<file path="src/verilog/ppcsr_pkg.sv">
package ppcsr_pkg;

   // ****************************************
   // Timing
   // ****************************************
   localparam int unsigned CLK_PERIOD_NS = 5;
   localparam int unsigned RESET_TIME_NS = 100;
   localparam int unsigned RESET_CYCLES  =
      (RESET_TIME_NS + CLK_PERIOD_NS - 1) / CLK_PERIOD_NS;

   // ****************************************
   // Frame layout
   // ****************************************
   localparam logic [4:0] DEVICE_ADDRESS = 5'h01;
   localparam logic [5:0] PREAMBLE_ONES  = 6'h20;
   localparam logic [3:0] HEADER_LAST    = 4'hB;
   localparam logic [3:0] DATA_LAST      = 4'hF;
   localparam logic [1:0] OP_ADDRESS     = 2'h0;
   localparam logic [1:0] OP_WRITE       = 2'h1;
   localparam logic [1:0] OP_READ_INCR   = 2'h2;
   localparam logic [1:0] OP_READ        = 2'h3;
   localparam int unsigned ADDR_VENDOR_BIT = 15;

   // ****************************************
   // Register offsets and reset values
   // ****************************************
   localparam logic [15:0] REG_CONTROL   = 16'h0000;
   localparam logic [15:0] REG_STATUS    = 16'h0001;
   localparam logic [15:0] REG_ID_HIGH   = 16'h0002;
   localparam logic [15:0] REG_ID_LOW    = 16'h0003;
   localparam logic [15:0] REG_ABILITY   = 16'h0004;
   localparam logic [14:0] CONTROL_RESET = 15'h0000;
   localparam logic [15:0] ADDRESS_RESET = 16'h0000;

   // ****************************************
   // Field positions
   // ****************************************
   localparam int unsigned CTL_RESET_BIT    = 15;
   localparam int unsigned CTL_SPEED_A_BIT  = 13;
   localparam int unsigned CTL_POWER_BIT    = 11;
   localparam int unsigned CTL_SPEED_B_BIT  = 6;
   localparam int unsigned CTL_EXT_LSB      = 2;
   localparam int unsigned CTL_LOOP_BIT     = 0;
   localparam int unsigned STS_FAULT_BIT    = 7;
   localparam int unsigned STS_LINK_BIT     = 2;
   localparam int unsigned STS_POWER_BIT    = 1;
   localparam int unsigned ABL_EXT_RATES    = 14;
   localparam int unsigned ABL_TWO_FIVE     = 13;
   localparam int unsigned ABL_FORTY_HUND   = 10;
   localparam int unsigned ABL_MULTIPOINT   = 9;
   localparam int unsigned ABL_FAST_TX      = 7;
   localparam int unsigned ABL_BACKPLANE_KX = 6;
   localparam int unsigned ABL_HUNDRED_MEG  = 5;
   localparam int unsigned ABL_GIGABIT      = 4;
   localparam int unsigned ABL_PASS_TS      = 2;
   localparam int unsigned ABL_BASE_TL      = 1;
   localparam int unsigned ABL_TEN_GIG      = 0;

   // ****************************************
   // Speed codes
   // ****************************************
   localparam logic [3:0] EXT_10G = 4'h0;
   localparam logic [3:0] EXT_2G5 = 4'h6;
   localparam logic [3:0] EXT_5G  = 4'h7;

   typedef enum logic [2:0] {
      RATE_RESERVED,
      RATE_100M,
      RATE_1G,
      RATE_10G,
      RATE_2G5,
      RATE_5G,
      RATE_OTHER
   } ppcsr_rate_t;

   typedef enum logic [2:0] {
      ST_PREAMBLE,
      ST_START,
      ST_HEADER,
      ST_TURN,
      ST_DATA
   } ppcsr_frame_t;

endpackage

</file>
<file path="src/verilog/ppcsr_link_sampler.sv">
`timescale 1ns/1ps
`default_nettype none

module ppcsr_link_sampler (
   input  wire logic clk,
   input  wire logic reset,
   input  wire logic mdc,
   input  wire logic mdio_in,
   output logic      mdio_sync,
   output logic      mdc_rise
);

   logic mdc_meta;
   logic mdc_sync;
   logic mdc_last;
   logic mdio_meta;

   // ****************************************
   // Two-stage synchronisers
   // ****************************************

   // Clock and data pass the same depth so they stay aligned
   always_ff @(posedge clk) begin
      if (reset) begin
         mdc_meta  <= 1'b0;
         mdc_sync  <= 1'b0;
         mdio_meta <= 1'b1;
         mdio_sync <= 1'b1;
      end else begin
         mdc_meta  <= mdc;
         mdc_sync  <= mdc_meta;
         mdio_meta <= mdio_in;
         mdio_sync <= mdio_meta;
      end
   end

   // ****************************************
   // Rising edge of the management clock
   // ****************************************
   always_ff @(posedge clk) begin
      if (reset) begin
         mdc_last <= 1'b0;
         mdc_rise <= 1'b0;
      end else begin
         mdc_last <= mdc_sync;
         mdc_rise <= mdc_sync & ~mdc_last;
      end
   end

endmodule

`default_nettype wire

</file>
<file path="src/verilog/ppcsr_regs.sv">
`timescale 1ns/1ps
`default_nettype none

module ppcsr_regs #(
   parameter logic [15:0] ID_UPPER   = 16'hA5C3,  // Arbitrary value
   parameter logic [15:0] ID_LOWER   = 16'h0C10,  // Arbitrary value, revision dependent
   parameter int unsigned RESET_HOLD = ppcsr_pkg::RESET_CYCLES
) (
   input  wire logic               clk,
   input  wire logic               reset,
   input  wire logic               mdc,
   input  wire logic               mdio_in,
   output logic                    mdio_out,
   output logic                    mdio_oe,
   input  wire logic [4:0]         port_address,
   input  wire logic               fault_detect,
   input  wire logic               rx_link_up,
   output logic                    sublayer_reset,
   output ppcsr_pkg::ppcsr_rate_t  speed_rate,
   output logic [3:0]              extended_speed_field,
   output logic                    power_save_request,
   output logic                    sublayer_loopback_enable
);
   import ppcsr_pkg::*;

   // ****************************************
   // Elaboration checks
   // ****************************************
   if (RESET_HOLD < 1 || RESET_HOLD > 65535) begin : g_bad_hold
      $error("RESET_HOLD out of range");
   end

   // ****************************************
   // Declarations
   // ****************************************
   logic         mdio_sync;
   logic         mdc_rise;
   logic [4:0]   strap_meta;
   logic [4:0]   strap_sync;
   logic [4:0]   own_port;
   ppcsr_frame_t frame_state;
   logic [5:0]   ones_count;
   logic [3:0]   bit_count;
   logic [11:0]  header;
   logic [11:0]  next_header;
   logic [15:0]  shift_in;
   logic [15:0]  shift_out;
   logic [15:0]  next_word;
   logic [1:0]   frame_op;
   logic         frame_ours;
   logic         frame_read;
   logic         take_read;
   logic         commit;
   logic         ieee_space;
   logic [15:0]  addr_reg;
   logic [14:0]  control_store;
   logic [15:0]  reset_count;
   logic         link_latched;
   logic [15:0]  ability;
   logic [15:0]  read_word;

   // Offset match inside the IEEE register space
   function automatic logic reg_hit(input logic [15:0] addr,
                                    input logic [15:0] offset);
      reg_hit = (addr[ADDR_VENDOR_BIT] == 1'b0) && (addr == offset);
   endfunction

   // Rate chosen by the two select bits and the extended field
   function automatic ppcsr_rate_t decode_rate(input logic [14:0] ctl);
      logic [3:0] ext;
      ext = ctl[CTL_EXT_LSB +: 4];
      case ({ctl[CTL_SPEED_B_BIT], ctl[CTL_SPEED_A_BIT]})
         2'b11: begin
            if (ext[3]) begin
               decode_rate = RATE_RESERVED;
            end else if (ext == EXT_10G) begin
               decode_rate = RATE_10G;
            end else if (ext == EXT_2G5) begin
               decode_rate = RATE_2G5;
            end else if (ext == EXT_5G) begin
               decode_rate = RATE_5G;
            end else begin
               decode_rate = RATE_OTHER;
            end
         end
         2'b10:   decode_rate = RATE_1G;
         2'b01:   decode_rate = RATE_100M;
         default: decode_rate = RATE_RESERVED;
      endcase
   endfunction

   // ****************************************
   // Management line sampling
   // ****************************************
   ppcsr_link_sampler u_sampler (
      .clk       (clk),
      .reset     (reset),
      .mdc       (mdc),
      .mdio_in   (mdio_in),
      .mdio_sync (mdio_sync),
      .mdc_rise  (mdc_rise)
   );

   // Port strap synchronised, then caught while reset is held
   always_ff @(posedge clk) begin
      strap_meta <= port_address;
      strap_sync <= strap_meta;
   end

   always_ff @(posedge clk) begin
      if (reset) begin
         own_port <= strap_sync;
      end
   end

   // ****************************************
   // Frame decode
   // ****************************************

   // Header and data words including the bit now sampled
   assign next_header = {header[10:0], mdio_sync};
   assign next_word   = {shift_in[14:0], mdio_sync};
   assign frame_op    = header[11:10];
   assign ieee_space  = ~addr_reg[ADDR_VENDOR_BIT];

   // read data fetched at first turnaround bit
   assign take_read = mdc_rise && frame_state == ST_TURN && bit_count == 4'h0
                      && frame_ours && frame_read;
   // last data bit of an addressed frame
   assign commit    = mdc_rise && frame_state == ST_DATA && bit_count == DATA_LAST
                      && frame_ours;

   // Frame state machine, one step per management clock rising edge
   always_ff @(posedge clk) begin
      if (reset) begin
         frame_state <= ST_PREAMBLE;
         ones_count  <= 6'h00;
         bit_count   <= 4'h0;
         header      <= 12'h000;
         shift_in    <= 16'h0000;
         frame_ours  <= 1'b0;
         frame_read  <= 1'b0;
      end else if (mdc_rise) begin
         case (frame_state)
            ST_PREAMBLE: begin
               if (mdio_sync) begin
                  if (ones_count != PREAMBLE_ONES) begin
                     ones_count <= ones_count + 6'h01;
                  end
               end else begin
                  ones_count <= 6'h00;
                  if (ones_count == PREAMBLE_ONES) begin
                     frame_state <= ST_START;
                  end
               end
            end
            ST_START: begin
               bit_count <= 4'h0;
               if (mdio_sync) begin
                  frame_state <= ST_PREAMBLE;
                  ones_count  <= 6'h01;
               end else begin
                  frame_state <= ST_HEADER;
               end
            end
            ST_HEADER: begin
               header    <= next_header;
               bit_count <= bit_count + 4'h1;
               if (bit_count == HEADER_LAST) begin
                  // port and device 1 must match
                  frame_ours  <= (next_header[9:5] == own_port)
                                 && (next_header[4:0] == DEVICE_ADDRESS);
                  frame_read  <= next_header[11];
                  frame_state <= ST_TURN;
                  bit_count   <= 4'h0;
               end
            end
            ST_TURN: begin
               bit_count <= bit_count + 4'h1;
               if (bit_count == 4'h1) begin
                  frame_state <= ST_DATA;
                  bit_count   <= 4'h0;
               end
            end
            ST_DATA: begin
               shift_in  <= next_word;
               bit_count <= bit_count + 4'h1;
               if (bit_count == DATA_LAST) begin
                  frame_state <= ST_PREAMBLE;
                  ones_count  <= 6'h00;
                  frame_ours  <= 1'b0;
                  frame_read  <= 1'b0;
               end
            end
            default: begin
               frame_state <= ST_PREAMBLE;
               ones_count  <= 6'h00;
            end
         endcase
      end
   end

   // ****************************************
   // Read driver
   // ****************************************

   // Turnaround zero, then data MSB first after each rising edge
   always_ff @(posedge clk) begin
      if (reset) begin
         mdio_out  <= 1'b0;
         mdio_oe   <= 1'b0;
         shift_out <= 16'h0000;
      end else if (take_read) begin
         mdio_oe   <= 1'b1;
         mdio_out  <= 1'b0;
         shift_out <= read_word;
      end else if (mdc_rise && mdio_oe) begin
         if (frame_state == ST_DATA && bit_count == DATA_LAST) begin
            mdio_oe  <= 1'b0;
            mdio_out <= 1'b0;
         end else begin
            mdio_out  <= shift_out[15];
            shift_out <= {shift_out[14:0], 1'b0};
         end
      end
   end

   // ****************************************
   // Address register
   // ****************************************

   // address frame loads offset, read-increment advances
   always_ff @(posedge clk) begin
      if (reset) begin
         addr_reg <= ADDRESS_RESET;
      end else if (commit) begin
         if (frame_op == OP_ADDRESS) begin
            addr_reg <= next_word;
         end else if (frame_op == OP_READ_INCR) begin
            addr_reg <= addr_reg + 16'h0001;
         end
      end
   end

   // ****************************************
   // Control register
   // ****************************************

   // Reserved bits are stored so read-modify-write returns them
   always_ff @(posedge clk) begin
      if (reset) begin
         control_store <= CONTROL_RESET;
      end else if (commit && frame_op == OP_WRITE && reg_hit(addr_reg, REG_CONTROL)) begin
         control_store <= next_word[14:0];
      end
   end

   // Self-clearing sublayer reset, timed in system clocks
   always_ff @(posedge clk) begin
      if (reset) begin
         reset_count    <= 16'h0000;
         sublayer_reset <= 1'b0;
      end else if (commit && frame_op == OP_WRITE && reg_hit(addr_reg, REG_CONTROL)
                   && next_word[CTL_RESET_BIT]) begin
         reset_count    <= RESET_HOLD[15:0];
         sublayer_reset <= 1'b1;
      end else if (reset_count != 16'h0000) begin
         reset_count    <= reset_count - 16'h0001;
         sublayer_reset <= (reset_count != 16'h0001);
      end
   end

   // Control outputs follow the stored bits
   always_ff @(posedge clk) begin
      if (reset) begin
         speed_rate               <= RATE_RESERVED;
         extended_speed_field     <= 4'h0;
         power_save_request       <= 1'b0;
         sublayer_loopback_enable <= 1'b0;
      end else begin
         speed_rate               <= decode_rate(control_store);
         extended_speed_field     <= control_store[CTL_EXT_LSB +: 4];
         power_save_request       <= control_store[CTL_POWER_BIT];
         sublayer_loopback_enable <= control_store[CTL_LOOP_BIT];
      end
   end

   // ****************************************
   // Status register
   // ****************************************

   // Link drop wins over the reload done by a status read
   always_ff @(posedge clk) begin
      if (reset) begin
         link_latched <= 1'b0;
      end else if (!rx_link_up) begin
         link_latched <= 1'b0;
      end else if (take_read && reg_hit(addr_reg, REG_STATUS)) begin
         link_latched <= 1'b1;
      end
   end

   // ****************************************
   // Ability word
   // ****************************************
   always_comb begin
      ability = 16'h0000;
      ability[ABL_EXT_RATES]    = 1'b1;
      ability[ABL_TWO_FIVE]     = 1'b0;
      ability[ABL_FORTY_HUND]   = 1'b0;
      ability[ABL_MULTIPOINT]   = 1'b0;
      ability[ABL_FAST_TX]      = 1'b1;
      ability[ABL_BACKPLANE_KX] = 1'b0;
      ability[ABL_HUNDRED_MEG]  = 1'b1;
      ability[ABL_GIGABIT]      = 1'b1;
      ability[ABL_TEN_GIG]      = 1'b1;
      ability[ABL_PASS_TS]      = 1'b0;
      ability[ABL_BASE_TL]      = 1'b0;
   end

   // ****************************************
   // Read multiplexer
   // ****************************************

   // Unmapped and vendor-space offsets read as zero
   always_comb begin
      read_word = 16'h0000;
      if (ieee_space) begin
         case (addr_reg)
            REG_CONTROL: begin
               read_word = {sublayer_reset, control_store};
            end
            REG_STATUS: begin
               read_word[STS_FAULT_BIT] = fault_detect;
               read_word[STS_LINK_BIT]  = link_latched;
               read_word[STS_POWER_BIT] = 1'b1;
            end
            REG_ID_HIGH: read_word = ID_UPPER;
            REG_ID_LOW:  read_word = ID_LOWER;
            REG_ABILITY: read_word = ability;
            default:     read_word = 16'h0000;
         endcase
      end
   end

endmodule

`default_nettype wire
</file>
<file path="config.mk">
export PLATFORM = sky130hd
export DESIGN_NAME = ppcsr_regs
export DESIGN_NICKNAME = d
export VERILOG_FILES = /design/src/verilog/ppcsr_pkg.sv /design/src/verilog/ppcsr_link_sampler.sv /design/src/verilog/ppcsr_regs.sv
export SDC_FILE = /design/constraint.sdc
export NUM_CORES = 1
export LEC_CHECK = 0
export BUFFER_PORTS_ARGS = -buffer_cell sky130_fd_sc_hd__buf_4
export CORE_UTILIZATION = 39
export CTS_CLUSTER_SIZE = 16
export DETAILED_ROUTE_END_ITERATION = 6
export GPL_ROUTABILITY_DRIVEN = 0
export SETUP_SLACK_MARGIN = 0.1
export SLEW_MARGIN = 5
export SYNTH_ARGS = -nofsm -noshare
export SYNTH_HDL_FRONTEND = slang
export SYNTH_HIERARCHICAL = 1
export SYNTH_SLANG_ARGS = --single-unit
</file>
<file path="constraint.sdc">
create_clock -name clk -period 2.75 [get_ports clk]
set_input_delay 0.55 -clock clk [delete_from_list [all_inputs] [get_ports clk]]
set_output_delay 0.55 -clock clk [all_outputs]
set_load 0.03 [all_outputs]
</file>
# Word level (Yosys, flattened, before mapping)
# Cells that the tools add are included.
[word_totals]
register_bits = 139
wordCells = 155
[op_classes]
addsub = 4
n_eq_ne = 31
n_mux = 44
n_bitwise = 5
n_reduce_logical = 42
[ops]
columns = ["operator", "n"]
rows = [
  ["$mux 16", 6],
  ["$eq 16x2->1 const B", 2],
  ["$pmux 4 s4", 2],
  ["$pmux 8 s4", 1],
  ["$mux 6", 4],
  ["$pmux 6 s4", 1],
  ["$mux 3", 7],
  ["$add 16x1->16 const B", 1],
  ["$eq 16x1->1 const B", 1],
  ["$eq 16x3->1 const B", 1],
  ["$logic_and 1x1->1", 16],
  ["$logic_not 16->1", 1],
  ["$ne 16x1->1 const B", 1],
  ["$reduce_bool 16->1", 1],
  ["$sub 16x1->16 const B", 1],
  ["$pmux 3 s5", 1],
  ["$reduce_and 2->1", 6],
  ["$mux 5", 2],
  ["$reduce_bool 2->1", 5],
  ["$reduce_or 2->1", 5],
  ["$mux 1", 9],
  ["$pmux 3 s3", 1],
  ["$eq 4x3->1 const B", 2],
  ["$eq 4x4->1 const B", 2],
  ["other kinds (29)", 47],
]

# Logic depth before layout (Yosys ltp)
# Gate-level depths: netlist of run 1.
[logic_depth]
word_depth = 8
depth_mapped = 10
ltp_nobuf = 7

# By module
# The synthesis of run 1 kept the hierarchy.
[modules_own_cells]
columns = ["module", "instances", "cells_per_inst", "area_each_um2"]
rows = [
  ["ppcsr_regs", 1, 698, 5963.2],
  ["ppcsr_link_sampler", 1, 12, 158.9],
]

# Least setup slack after synthesis of run 1
# Ideal clock, no wire load.
[synth_timing]
path_kind = "register -> register"
from = "register addr_reg[0]"
to = "register reset_count[10]"
setup_ns = 0.128
arrival_time_ns = 2.088
required_ns = 2.622
slack_ns = 0.534
path_stages_with_launch = 11
path_buffers = 3
synth_period_minus_slack_ns = 2.216
path_cell_list = "dfxtp_1 -> inv_1 -> ha_1 -> clkbuf_1 -> nor4bb_1 -> nand4_1 -> nor3_1 -> buf_2 -> a21o_1 -> buf_1 -> nor2_1"
[synth_via]
elab_chain_cells = 5
[synth_rtl]
columns = ["element", "line_no", "text"]
rows = [
  ["start, declared", "ppcsr_regs.sv:55", "logic [15:0] addr_reg;"],
  ["start signal, assigned", "ppcsr_regs.sv:238", "addr_reg <= next_word;"],
  ["start signal, assigned", "ppcsr_regs.sv:240", "addr_reg <= addr_reg + 16'h0001;"],
  ["$logic_not 16->1", "ppcsr_regs.sv:65", "reg_hit = (addr[ADDR_VENDOR_BIT] == 1'b0) && (addr == offset);"],
  ["$logic_and 1x1->1", "ppcsr_regs.sv:65", ""],
  ["$logic_and 1x1->1", "ppcsr_regs.sv:263", "end else if (commit && frame_op == OP_WRITE && reg_hit(addr_reg, REG_CONTROL)"],
  ["$logic_and 1x1->1", "ppcsr_regs.sv:264", "&& next_word[CTL_RESET_BIT]) begin"],
  ["$reduce_or 2->1 (no line)", "n/a", ""],
  ["end signal, assigned", "ppcsr_regs.sv:265", "reset_count <= RESET_HOLD[15:0];"],
  ["end signal, assigned", "ppcsr_regs.sv:268", "reset_count <= reset_count - 16'h0001;"],
  ["end, declared", "ppcsr_regs.sv:57", "logic [15:0] reset_count;"],
]
# Every way passes these cells.
# A chain may end at the register's enable or synchronous reset.

# Worst setup path after layout of run 1
[layout_timing]
from = "register bit_count[0]"
to = "register ones_count[3]"
[layout_via]
elab_chain_cells = 3
[layout_rtl]
columns = ["element", "line_no", "text"]
rows = [
  ["start, declared", "ppcsr_regs.sv:43", "logic [3:0] bit_count;"],
  ["start signal, assigned", "ppcsr_regs.sv:168", "bit_count <= bit_count + 4'h1;"],
  ["start signal, assigned", "ppcsr_regs.sv:179", "bit_count <= bit_count + 4'h1;"],
  ["start signal, assigned", "ppcsr_regs.sv:187", "bit_count <= bit_count + 4'h1;"],
  ["$eq 4x4->1", "ppcsr_regs.sv:188", "if (bit_count == DATA_LAST) begin"],
  ["$ne 2x1->1 (no line)", "n/a", ""],
  ["$reduce_and 5->1 (no line)", "n/a", ""],
  ["end signal, assigned", "ppcsr_regs.sv:148", "ones_count <= ones_count + 6'h01;"],
  ["end, declared", "ppcsr_regs.sv:42", "logic [5:0] ones_count;"],
]
# Every way passes these cells.

==> results.json, run 1 <==
{
  "dpl_cell_area_sq_um": 6570,
  "final_hold_viol_count": 0,
  "end_kind": "register",
  "required_ns": 3.10,
  "critPathMaxFanout": 12,
  "tightest_slew_ns": 0.561,
  "maxSlewHeadroom_pct": 62.3,
  "wl_per_cell_um": 15.1,
  "power_leakage_nw": 2.59,
  "cp_num_buf_inv": 0,
  "final-setup-viol-count": 0,
  "cts-root-buf": "clkbuf_16",
  "post_cts_buffers": 0,
  "io_buffers": 22,
  "max-vdd-ir-drop_mv": 0.451,
  "hold_class": "in2reg",
  "yosys.area.top_type_share_pct": 43.8,
  "cts_buffers": 17,
  "die_x_um": 127,
  "cts-hold-fix-buffers": 0,
  "async_flop_share_pct": 0,
  "comb_power_share_pct": 14.0,
  "crit_chain": "ha_1 > and3_1 > o21ai_0 > or3_1 > or4b_1 > a21oi_1",
  "postLayoutCellArea_sq_um": 7150,
  "clock_path_buffers": 2,
  "final_max_slew_viol_count": 0,
  "critPathKind": "reg2reg",
  "diodes": 0,
  "dieArea_sq_um": 16200,
  "synth_area_sq_um": 6120,
  "synth_warnings": 6,
  "cpPeakStageDelay_ns": 0.56,
  "synth_ff_type": "dfxtp_1",
  "grt_max_degree": 100,
  "drive_above_1_share_pct": 12.4,
  "p_int_mw": 3.84,
  "cts_tree": "built",
  "synthCells": 710,
  "finalPower_mw": 5.21,
  "grtUsageTotal_pct": 18.5,
  "rsz0062_at_grt": "false",
  "overflow": 0,
  "ctsResizeCount": 0,
  "period_needed_ns": 2.40,
  "cts_sinks": 139,
  "viasPerCell": 5.39,
  "grt_pass1_vias": 4777,
  "grt_pass1_wl_um": 23800,
  "synth_edf_count": 5,
  "power_density_nw_per_um2": 728,
  "fin_tns_setup_ns": 0,
  "yosys.cell_count.top_type": "dfxtp_1",
  "start_util_pct": 40.1,
  "syn-num-nets": 733,
  "synth.avg_cell_area_sq_um": 8.62,
  "synth_cell_types": 62,
  "htreeDepth": 4,
  "nets": 750,
  "synthTopCellsByCount": "dfxtp_1 (134), nand2_1 (79), a21oi_1 (69), nor2_1 (63), o21ai_0 (41)",
  "fillerInstances": 1439,
  "finalWirelength_um": 14300,
  "io_pins": 23,
  "crit_arrival_ns": 2.75,
  "firstDrtPassIters": 7,
  "clk_latency_ns": 0.42,
  "num_rows": 45,
  "crit_family": "simple AND/OR/NAND/NOR gates",
  "utilization_pct": 46.9,
  "ys_ff_latch": 139,
  "hpwl_um": 9590,
  "synth_area_leader_cell": "dfxtp_1",
  "finalCritPeriodShare_pct": 87.2,
  "fmax_mhz": 417,
  "fin_skew_ns": 0.00684,
  "drtAntennaViolNets": 0,
  "ys_seq_area_share_pct": 46.3,
  "outcome": "finished clean",
  "area_growth_pct": 16.8,
  "cp_slowest_cell": "or4b_1",
  "cap_violations": 0,
  "die_y_um": 127,
  "synthTopCellsByArea": "dfxtp_1 (44%), a21oi_1 (5.6%), nand2_1 (4.8%)",
  "clk_pin_slew_worst_paths_ns": 0.06,
  "critPathLaunchType": "register",
  "pwr-share-clk_pct": 43.4,
  "drc_errors": 0,
  "core_sq_um": 15300,
  "p_switching_mw": 1.36,
  "vias": 5124,
  "switching_share_pct": 26.1,
  "drtIter0Drc": 478,
  "power.share.sequential_pct": 42.6,
  "antenna_found_initial": 0
}
power groups by stage:
stage	registers (mW)	logic (mW)	clock network, mW
final	2.22	0.729	2.26
after global routing	2.23	0.820	2.40
after CTS	2.22	0.730	2.31
after detailed placement	2.26	0.723	0
after global placement	2.25	0.693	0
after floorplan	2.24	0.549	0
per-layer routing:
layer | wire length (um) | part of all wire [%] | up-vias | GRT usage [%]
li1 | - | - | 2564 | -
met1 | 7010 | 49 | 2397 | 25.0
met2 | 6380 | 45 | 138 | 27.9
met3 | 617 | 4.3 | 25 | 4.23
met4 | 319 | 2.2 | 0 | 8.82
met5 | 0 | 0 | - | 0
placed cells by master (no fill, tap or decap), drive strengths merged, types with 19 or more instances in the layout:
| master | instances |
|---|---|
| nand3 | 21 |
| clkbuf | 20 |
| o21ai | 49 |
| dfxtp | 134 |
| nor2 | 63 |
| a21oi | 69 |
| nand2 | 79 |
| mux2i | 19 |
| xor2 | 20 |
| buf | 47 |
layout make-up:
class / instances / area [sq um] / area share (%)
inverter: 15 / 56.3 / 0.787
tap: 211 / 264 / 3.69
clock buffer: 20 / 437 / 6.10
multi-input combinational: 507 / 3050 / 42.6
timing repair buffer: 47 / 365 / 5.11
clock inverter: 12 / 148 / 2.06
sequential: 139 / 2830 / 39.6
path summary, 6_finish.rpt:
check	start	depth (start not counted)	slack, ns	to
hold / removal	port_address[2]	1	0.23	strap_meta[2]
setup / recovery	bit_count[0]	6	0.35	ones_count[3]
setup reg to reg	bit_count[0]	6	0.35	ones_count[3]
hold reg to reg	strap_meta[3]	0	0.33	strap_sync[3]
kinds of logic (layout without fill, tap and decap cells):
logic type               Yosys count  after routing  synth area share (%)
buffers and inverters             64             94                  4.09
AO/OA/AOI/OAI                    181            181                  17.9
AND/OR/NAND/NOR                  272            272                  22.9
adder cells (fa/ha/maj)           12             12                  2.45
flip-flops                       139            139                  46.3
XOR/XNOR                          22             22                  3.15
multiplexers                      20             20                  3.29
stage by stage:
| stage | std cells | worst slack, ns | hold WS [ns] |
|---|---|---|---|
| floorplan | 710 | 0.534 | 0.310 |
| global placement | 919 | 0.425 | 0.312 |
| detailed placement | 919 | 0.339 | 0.312 |
| CTS | 951 | 0.327 | 0.209 |
| global route | 951 | 0.161 | 0.207 |
| finish | 951 | 0.352 | 0.229 |
(Power assumes the default switching activity.)
==> run 2: changes to the inputs <==
--- a/config.mk
+++ b/config.mk
@@ -10,6 +10,7 @@
 export CTS_CLUSTER_SIZE = 16
 export DETAILED_ROUTE_END_ITERATION = 6
 export GPL_ROUTABILITY_DRIVEN = 0
+export PLACE_DENSITY = 0.54
 export SETUP_SLACK_MARGIN = 0.1
 export SLEW_MARGIN = 5
 export SYNTH_ARGS = -nofsm -noshare
==> run 2 against run 1 <==
Register-to-register slack got worse by 0.06 ns. Critical path depth unchanged. Largest power group unchanged. Non-clock buffer count fell by 1. Flip-flop and latch count did not move. Critical endpoint is now shift_out[12]. Power is 3.5% higher. Critical path type unchanged.
==> results.json, run 2 (synthesis results as in run 1) <==
{
  "dieArea_sq_um": 16200,
  "die_x_um": 127,
  "clk_pin_slew_worst_paths_ns": 0.06,
  "dp.cells": 918,
  "start_util_pct": 40.1,
  "post_cts_buffers": 0,
  "reg2reg_slack_ns": 0.30,
  "num_rows": 45,
  "grt_pass1_vias": 4742,
  "rr_worst_depth": 6,
  "fin_tns_setup_ns": 0,
  "wl_per_cell_um": 15.3,
  "final-seq-area_sq_um": 2830,
  "io_pins": 23,
  "cts_buffers": 17,
  "fin_skew_ns": 0.00654,
  "critPathKind": "reg2reg",
  "area_growth_pct": 17.4,
  "hpwl_um": 10000,
  "end_kind": "register",
  "finalWirelength_um": 14600,
  "diodes": 0,
  "period_needed_ns": 2.45,
  "whs_ns": 0.226,
  "startpoint": "frame_state[2]",
  "r2r_end": "shift_out[12]",
  "drc_errors": 0,
  "drive_above_1_share_pct": 12.7,
  "finalNonFillerCells": 950,
  "core_sq_um": 15300,
  "drtIter0Drc": 351,
  "holdPathStages": 1,
  "multiInputGateArea_sq_um": 3050,
  "crit_arrival_ns": 2.79,
  "final_hold_viol_count": 0,
  "max-vdd-ir-drop_mv": 0.471,
  "io_buffers": 22,
  "viasPerCell": 5.38,
  "ctsResizeCount": 0,
  "grtUsageTotal_pct": 19.1,
  "timing.rr.start": "frame_state[2]",
  "tightest_slew_ns": 0.637,
  "drtAntennaViolNets": 0,
  "cts-root-buf": "clkbuf_16",
  "nets": 749,
  "cts_sinks": 139,
  "clock_path_buffers": 2,
  "required_ns": 3.09,
  "vias": 5113,
  "grt_max_degree": 41,
  "die_y_um": 127,
  "antenna_found_initial": 0,
  "fmax_mhz": 407,
  "power_density_nw_per_um2": 750,
  "power_leakage_nw": 2.62,
  "final-setup-viol-count": 0,
  "critPathLaunchType": "register",
  "firstDrtPassIters": 6,
  "cts-hold-fix-buffers": 0,
  "layout_common_cells": "dfxtp_1 (134), nand2_1 (79), a21oi_1 (69)",
  "overflow": 0,
  "critPathMaxFanout": 21,
  "cp-endpoint": "shift_out[12]",
  "clk_latency_ns": 0.42,
  "finalPower_mw": 5.39,
  "final_max_slew_viol_count": 0,
  "fillerInstances": 1450,
  "rsz0062_at_grt": "false",
  "maxSlewHeadroom_pct": 57.2,
  "cts_tree": "built",
  "hold_class": "in2reg",
  "layout_commonest_cell": "dfxtp_1",
  "cap_violations": 0,
  "grt_pass1_wl_um": 24400,
  "finalCritPeriodShare_pct": 89.2,
  "outcome": "finished clean",
  "htreeDepth": 4
}
-- run 2: cell types whose count changed in the layout (fill, tap and decap cells not counted) --
cell / previous run / this run
bufinv_16: 3 / 4
clkbuf_1: 3 / 0
clkinv_2: 3 / 0
inv_8: 0 / 2
inv_6: 1 / 3
buf_12: 1 / 0
clkinvlp_4: 4 / 2
clkinv_4: 0 / 3
-- run 2: per-layer routing --
metal,GRT usage [%],vias to the layer above,share of wire [%]
met4,6.30,0,1.2
met5,0,-,0
met3,4.98,14,4.5
met1,26.0,2427,49
met2,29.3,96,45
li1,-,2576,-
-- run 2: worst min-delay path by stage --
| stage | to | from | slack (ns) |
|---|---|---|---|
| after floorplan | strap_sync[0] | strap_meta[0] | 0.31 |
| after global placement | strap_sync[3] | strap_meta[3] | 0.31 |
| after detailed placement | strap_sync[3] | strap_meta[3] | 0.31 |
| after CTS | strap_meta[0] | port_address[0] | 0.21 |
| after global routing | strap_meta[3] | port_address[3] | 0.20 |
| final | strap_meta[3] | port_address[3] | 0.23 |
-- run 2: critical path, cell delays in order, from the launching register on --
cell and delay, ns:
dfxtp_1 0.31, nand3b_1 0.24, or4_1 0.63, buf_4 0.23, nor4_2 0.56, nand3_1 0.15
a211oi_1 0.24
-- run 2: cell type report --
| cell class | instances | area share (%) |
|---|---|---|
| flip-flops and latches | 139 | 39.4 |
| clock inverters | 15 | 2.98 |
| repair buffers | 46 | 4.80 |
| multi-input cells | 507 | 42.4 |
| well taps | 211 | 3.67 |
| inverters | 15 | 0.783 |
| clock buffers | 17 | 5.92 |
-- run 2: report_power, final --
| group | internal, mW | leakage, nW | switching, mW |
|---|---|---|---|
| Clock | 1.54 | 0.306 | 0.931 |
| Sequential | 2.12 | 1.14 | 0.0913 |
| Combinational | 0.287 | 1.17 | 0.417 |
| Total | 3.95 | 2.62 | 1.44 |
-- run 2: stage by stage --
| step | util (%) | cell area [sq um] | setup slack, ns |
|---|---|---|---|
| floorplan | - | 6120 | 0.534 |
| global placement | 42.9 | 6550 | 0.430 |
| detailed placement | 42.9 | 6550 | 0.334 |
| CTS | 47.1 | 7190 | 0.335 |
| global route | 47.1 | 7190 | 0.108 |
| finish | 47.1 | 7190 | 0.296 |
==> run 3: changes to the inputs <==
--- a/config.mk
+++ b/config.mk
@@ -5,6 +5,7 @@
 export SDC_FILE = /design/constraint.sdc
 export NUM_CORES = 1
 export LEC_CHECK = 0
+export ABC_AREA = 1
 export BUFFER_PORTS_ARGS = -buffer_cell sky130_fd_sc_hd__buf_4
 export CORE_UTILIZATION = 39
 export CTS_CLUSTER_SIZE = 16
==> run 3 against run 2 <==
Power down 3.5%. Critical path depth grew 2. Sequential share of layout area decreased by 0.57 points. Highest routed layer unchanged.
==> results.json, run 3 <==
{
  "outcome": "finished clean",
  "critPathMaxFanout": 26,
  "layout_commonest_cell": "nand2_1",
  "num_rows": 46,
  "cts-root-buf": "clkbuf_16",
  "fin_tns_setup_ns": 0,
  "dp.cells": 1114,
  "period_needed_ns": 2.26,
  "crit_arrival_ns": 2.58,
  "switching_share_pct": 30.0,
  "final-setup-viol-count": 0,
  "viasPerCell": 4.83,
  "clk_pin_slew_worst_paths_ns": 0.06,
  "antenna_found_initial": 0,
  "post_cts_buffers": 0,
  "drtAntennaViolNets": 0,
  "hold_class": "in2reg",
  "power.share.sequential_pct": 42.4,
  "dpl_cell_area_sq_um": 6730,
  "end_kind": "register",
  "clock_path_buffers": 2,
  "cts_sinks": 139,
  "vias": 5531,
  "power_density_nw_per_um2": 713,
  "synth_warnings": 6,
  "finalCritPeriodShare_pct": 82.0,
  "comb_power_share_pct": 15.0,
  "synth.avg_cell_area_sq_um": 7.09,
  "fillerInstances": 1675,
  "die_x_um": 130,
  "cts_tree": "built",
  "drtIter0Drc": 322,
  "io_buffers": 22,
  "pwr-share-clk_pct": 42.6,
  "diodes": 0,
  "finalNonFillerCells": 1146,
  "cap_violations": 0,
  "final_hold_viol_count": 0,
  "maxSlewHeadroom_pct": 48.5,
  "ctsResizeCount": 0,
  "yosys.cell_count.top_type": "nand2_1",
  "htreeDepth": 4,
  "cts-hold-fix-buffers": 0,
  "synth_ff_type": "dfxtp_1",
  "tightest_slew_ns": 0.770,
  "synth_area_leader_cell": "dfxtp_1",
  "synth_cell_types": 38,
  "grt_pass1_wl_um": 25600,
  "cts_buffers": 17,
  "power_leakage_nw": 2.95,
  "required_ns": 3.08,
  "drc_errors": 0,
  "p_switching_mw": 1.56,
  "ys_seq_area_share_pct": 44.5,
  "synthTopCellsByArea": "dfxtp_1 (42%), nand2_1 (12%), a21oi_1 (6.8%)",
  "critPathKind": "reg2reg",
  "overflow": 0,
  "fin_skew_ns": 0.00728,
  "pre_cts_ws_ns": 0.477,
  "max-vdd-ir-drop_mv": 0.502,
  "start_util_pct": 40.1,
  "synthTopCellsByCount": "nand2_1 (209), dfxtp_1 (134), nor2_1 (97), inv_1 (92), a21oi_1 (87)",
  "synth_edf_count": 5,
  "drive_above_1_share_pct": 9.14,
  "postLayoutCellArea_sq_um": 7290,
  "layout_common_cells": "nand2_1 (209), dfxtp_1 (134), nor2_1 (97)",
  "synth_area_sq_um": 6360,
  "io_pins": 23,
  "ys_ff_latch": 139,
  "syn-num-nets": 921,
  "grt_max_degree": 49,
  "dieArea_sq_um": 16800,
  "critPathLaunchType": "register",
  "die_y_um": 130,
  "p_int_mw": 3.64,
  "synthCells": 898,
  "core_sq_um": 15900,
  "rsz0062_at_grt": "false",
  "async_flop_share_pct": 0,
  "firstDrtPassIters": 5,
  "fmax_mhz": 443,
  "grtUsageTotal_pct": 19.8,
  "clk_latency_ns": 0.43,
  "wl_per_cell_um": 13.5,
  "grt_pass1_vias": 5189,
  "fin_ws_ns": 0.494,
  "yosys.area.top_type_share_pct": 42.1,
  "nets": 940,
  "hpwl_um": 10900,
  "finalWirelength_um": 15400,
  "final_max_slew_viol_count": 0,
  "area_growth_pct": 14.6
}
==> run 3: critical path, stage by stage, from the launching register on <==
cell	delay, ns
dfxtp_1	0.46
nand3_2	0.17
inv_2	0.20
nand2_1	0.15
nand2_1	0.19
nand2_1	0.42
or2_2	0.44
nand3_1	0.08
inv_1	0.05
==> run 3: layer usage <==
| metal | track usage [%] | up-vias | routed length, um |
|---|---|---|---|
| li1 | - | 2950 | - |
| met4 | 5.88 | 0 | 214 |
| met1 | 25.2 | 2496 | 7280 |
| met2 | 33.4 | 67 | 7410 |
| met5 | 0 | - | 0 |
| met3 | 4.67 | 18 | 520 |
==> run 3: final timing paths <==
path,startpoint,end,slack (ns),depth (start not counted)
max,frame_state[2],shift_out[13],0.49,8
min,port_address[2],strap_meta[2],0.22,1
max reg2reg,frame_state[2],shift_out[13],0.49,8
min reg2reg,strap_meta[3],strap_sync[3],0.33,0
==> run 3: cell families (layout without fill, tap and decap cells) <==
family	after synthesis	after routing	synth area share, %
flip-flops	139	139	44.5
AND/OR/NAND/NOR	439	439	29.8
adder cells (fa/ha/maj)	12	12	2.36
AO/OA/AOI/OAI	163	163	13.2
buffers and inverters	128	160	7.86
XOR/XNOR	17	17	2.34
==> run 3: through the flow <==
stage          util (%)  power [mW]  hold WS [ns]
3_5_place_dp       42.4        3.03         0.313
4_1_cts            45.9        5.26         0.202
6_report           45.9        5.20         0.219
5_1_grt            45.9        5.47         0.197
2_1_floorplan         -        2.86         0.310
3_3_place_gp       42.4        3.04         0.314
==> run 3: cell type report <==
cell class	count	area (sq um)	area share, %
clock inverters	15	141	1.94
multi-input cells	631	3030	41.6
clock buffers	17	425	5.83
flip-flops and latches	139	2830	38.8
repair buffers	30	225	3.09
well taps	216	270	3.70
inverters	98	368	5.04
==> run 3: power groups by stage <==
stage	Clock [mW]	Sequential, mW	Combinational, mW
after floorplan	0	2.24	0.620
after global placement	0	2.25	0.787
after detailed placement	0	2.25	0.784
after CTS	2.26	2.21	0.791
after global routing	2.34	2.22	0.905
final	2.21	2.20	0.782
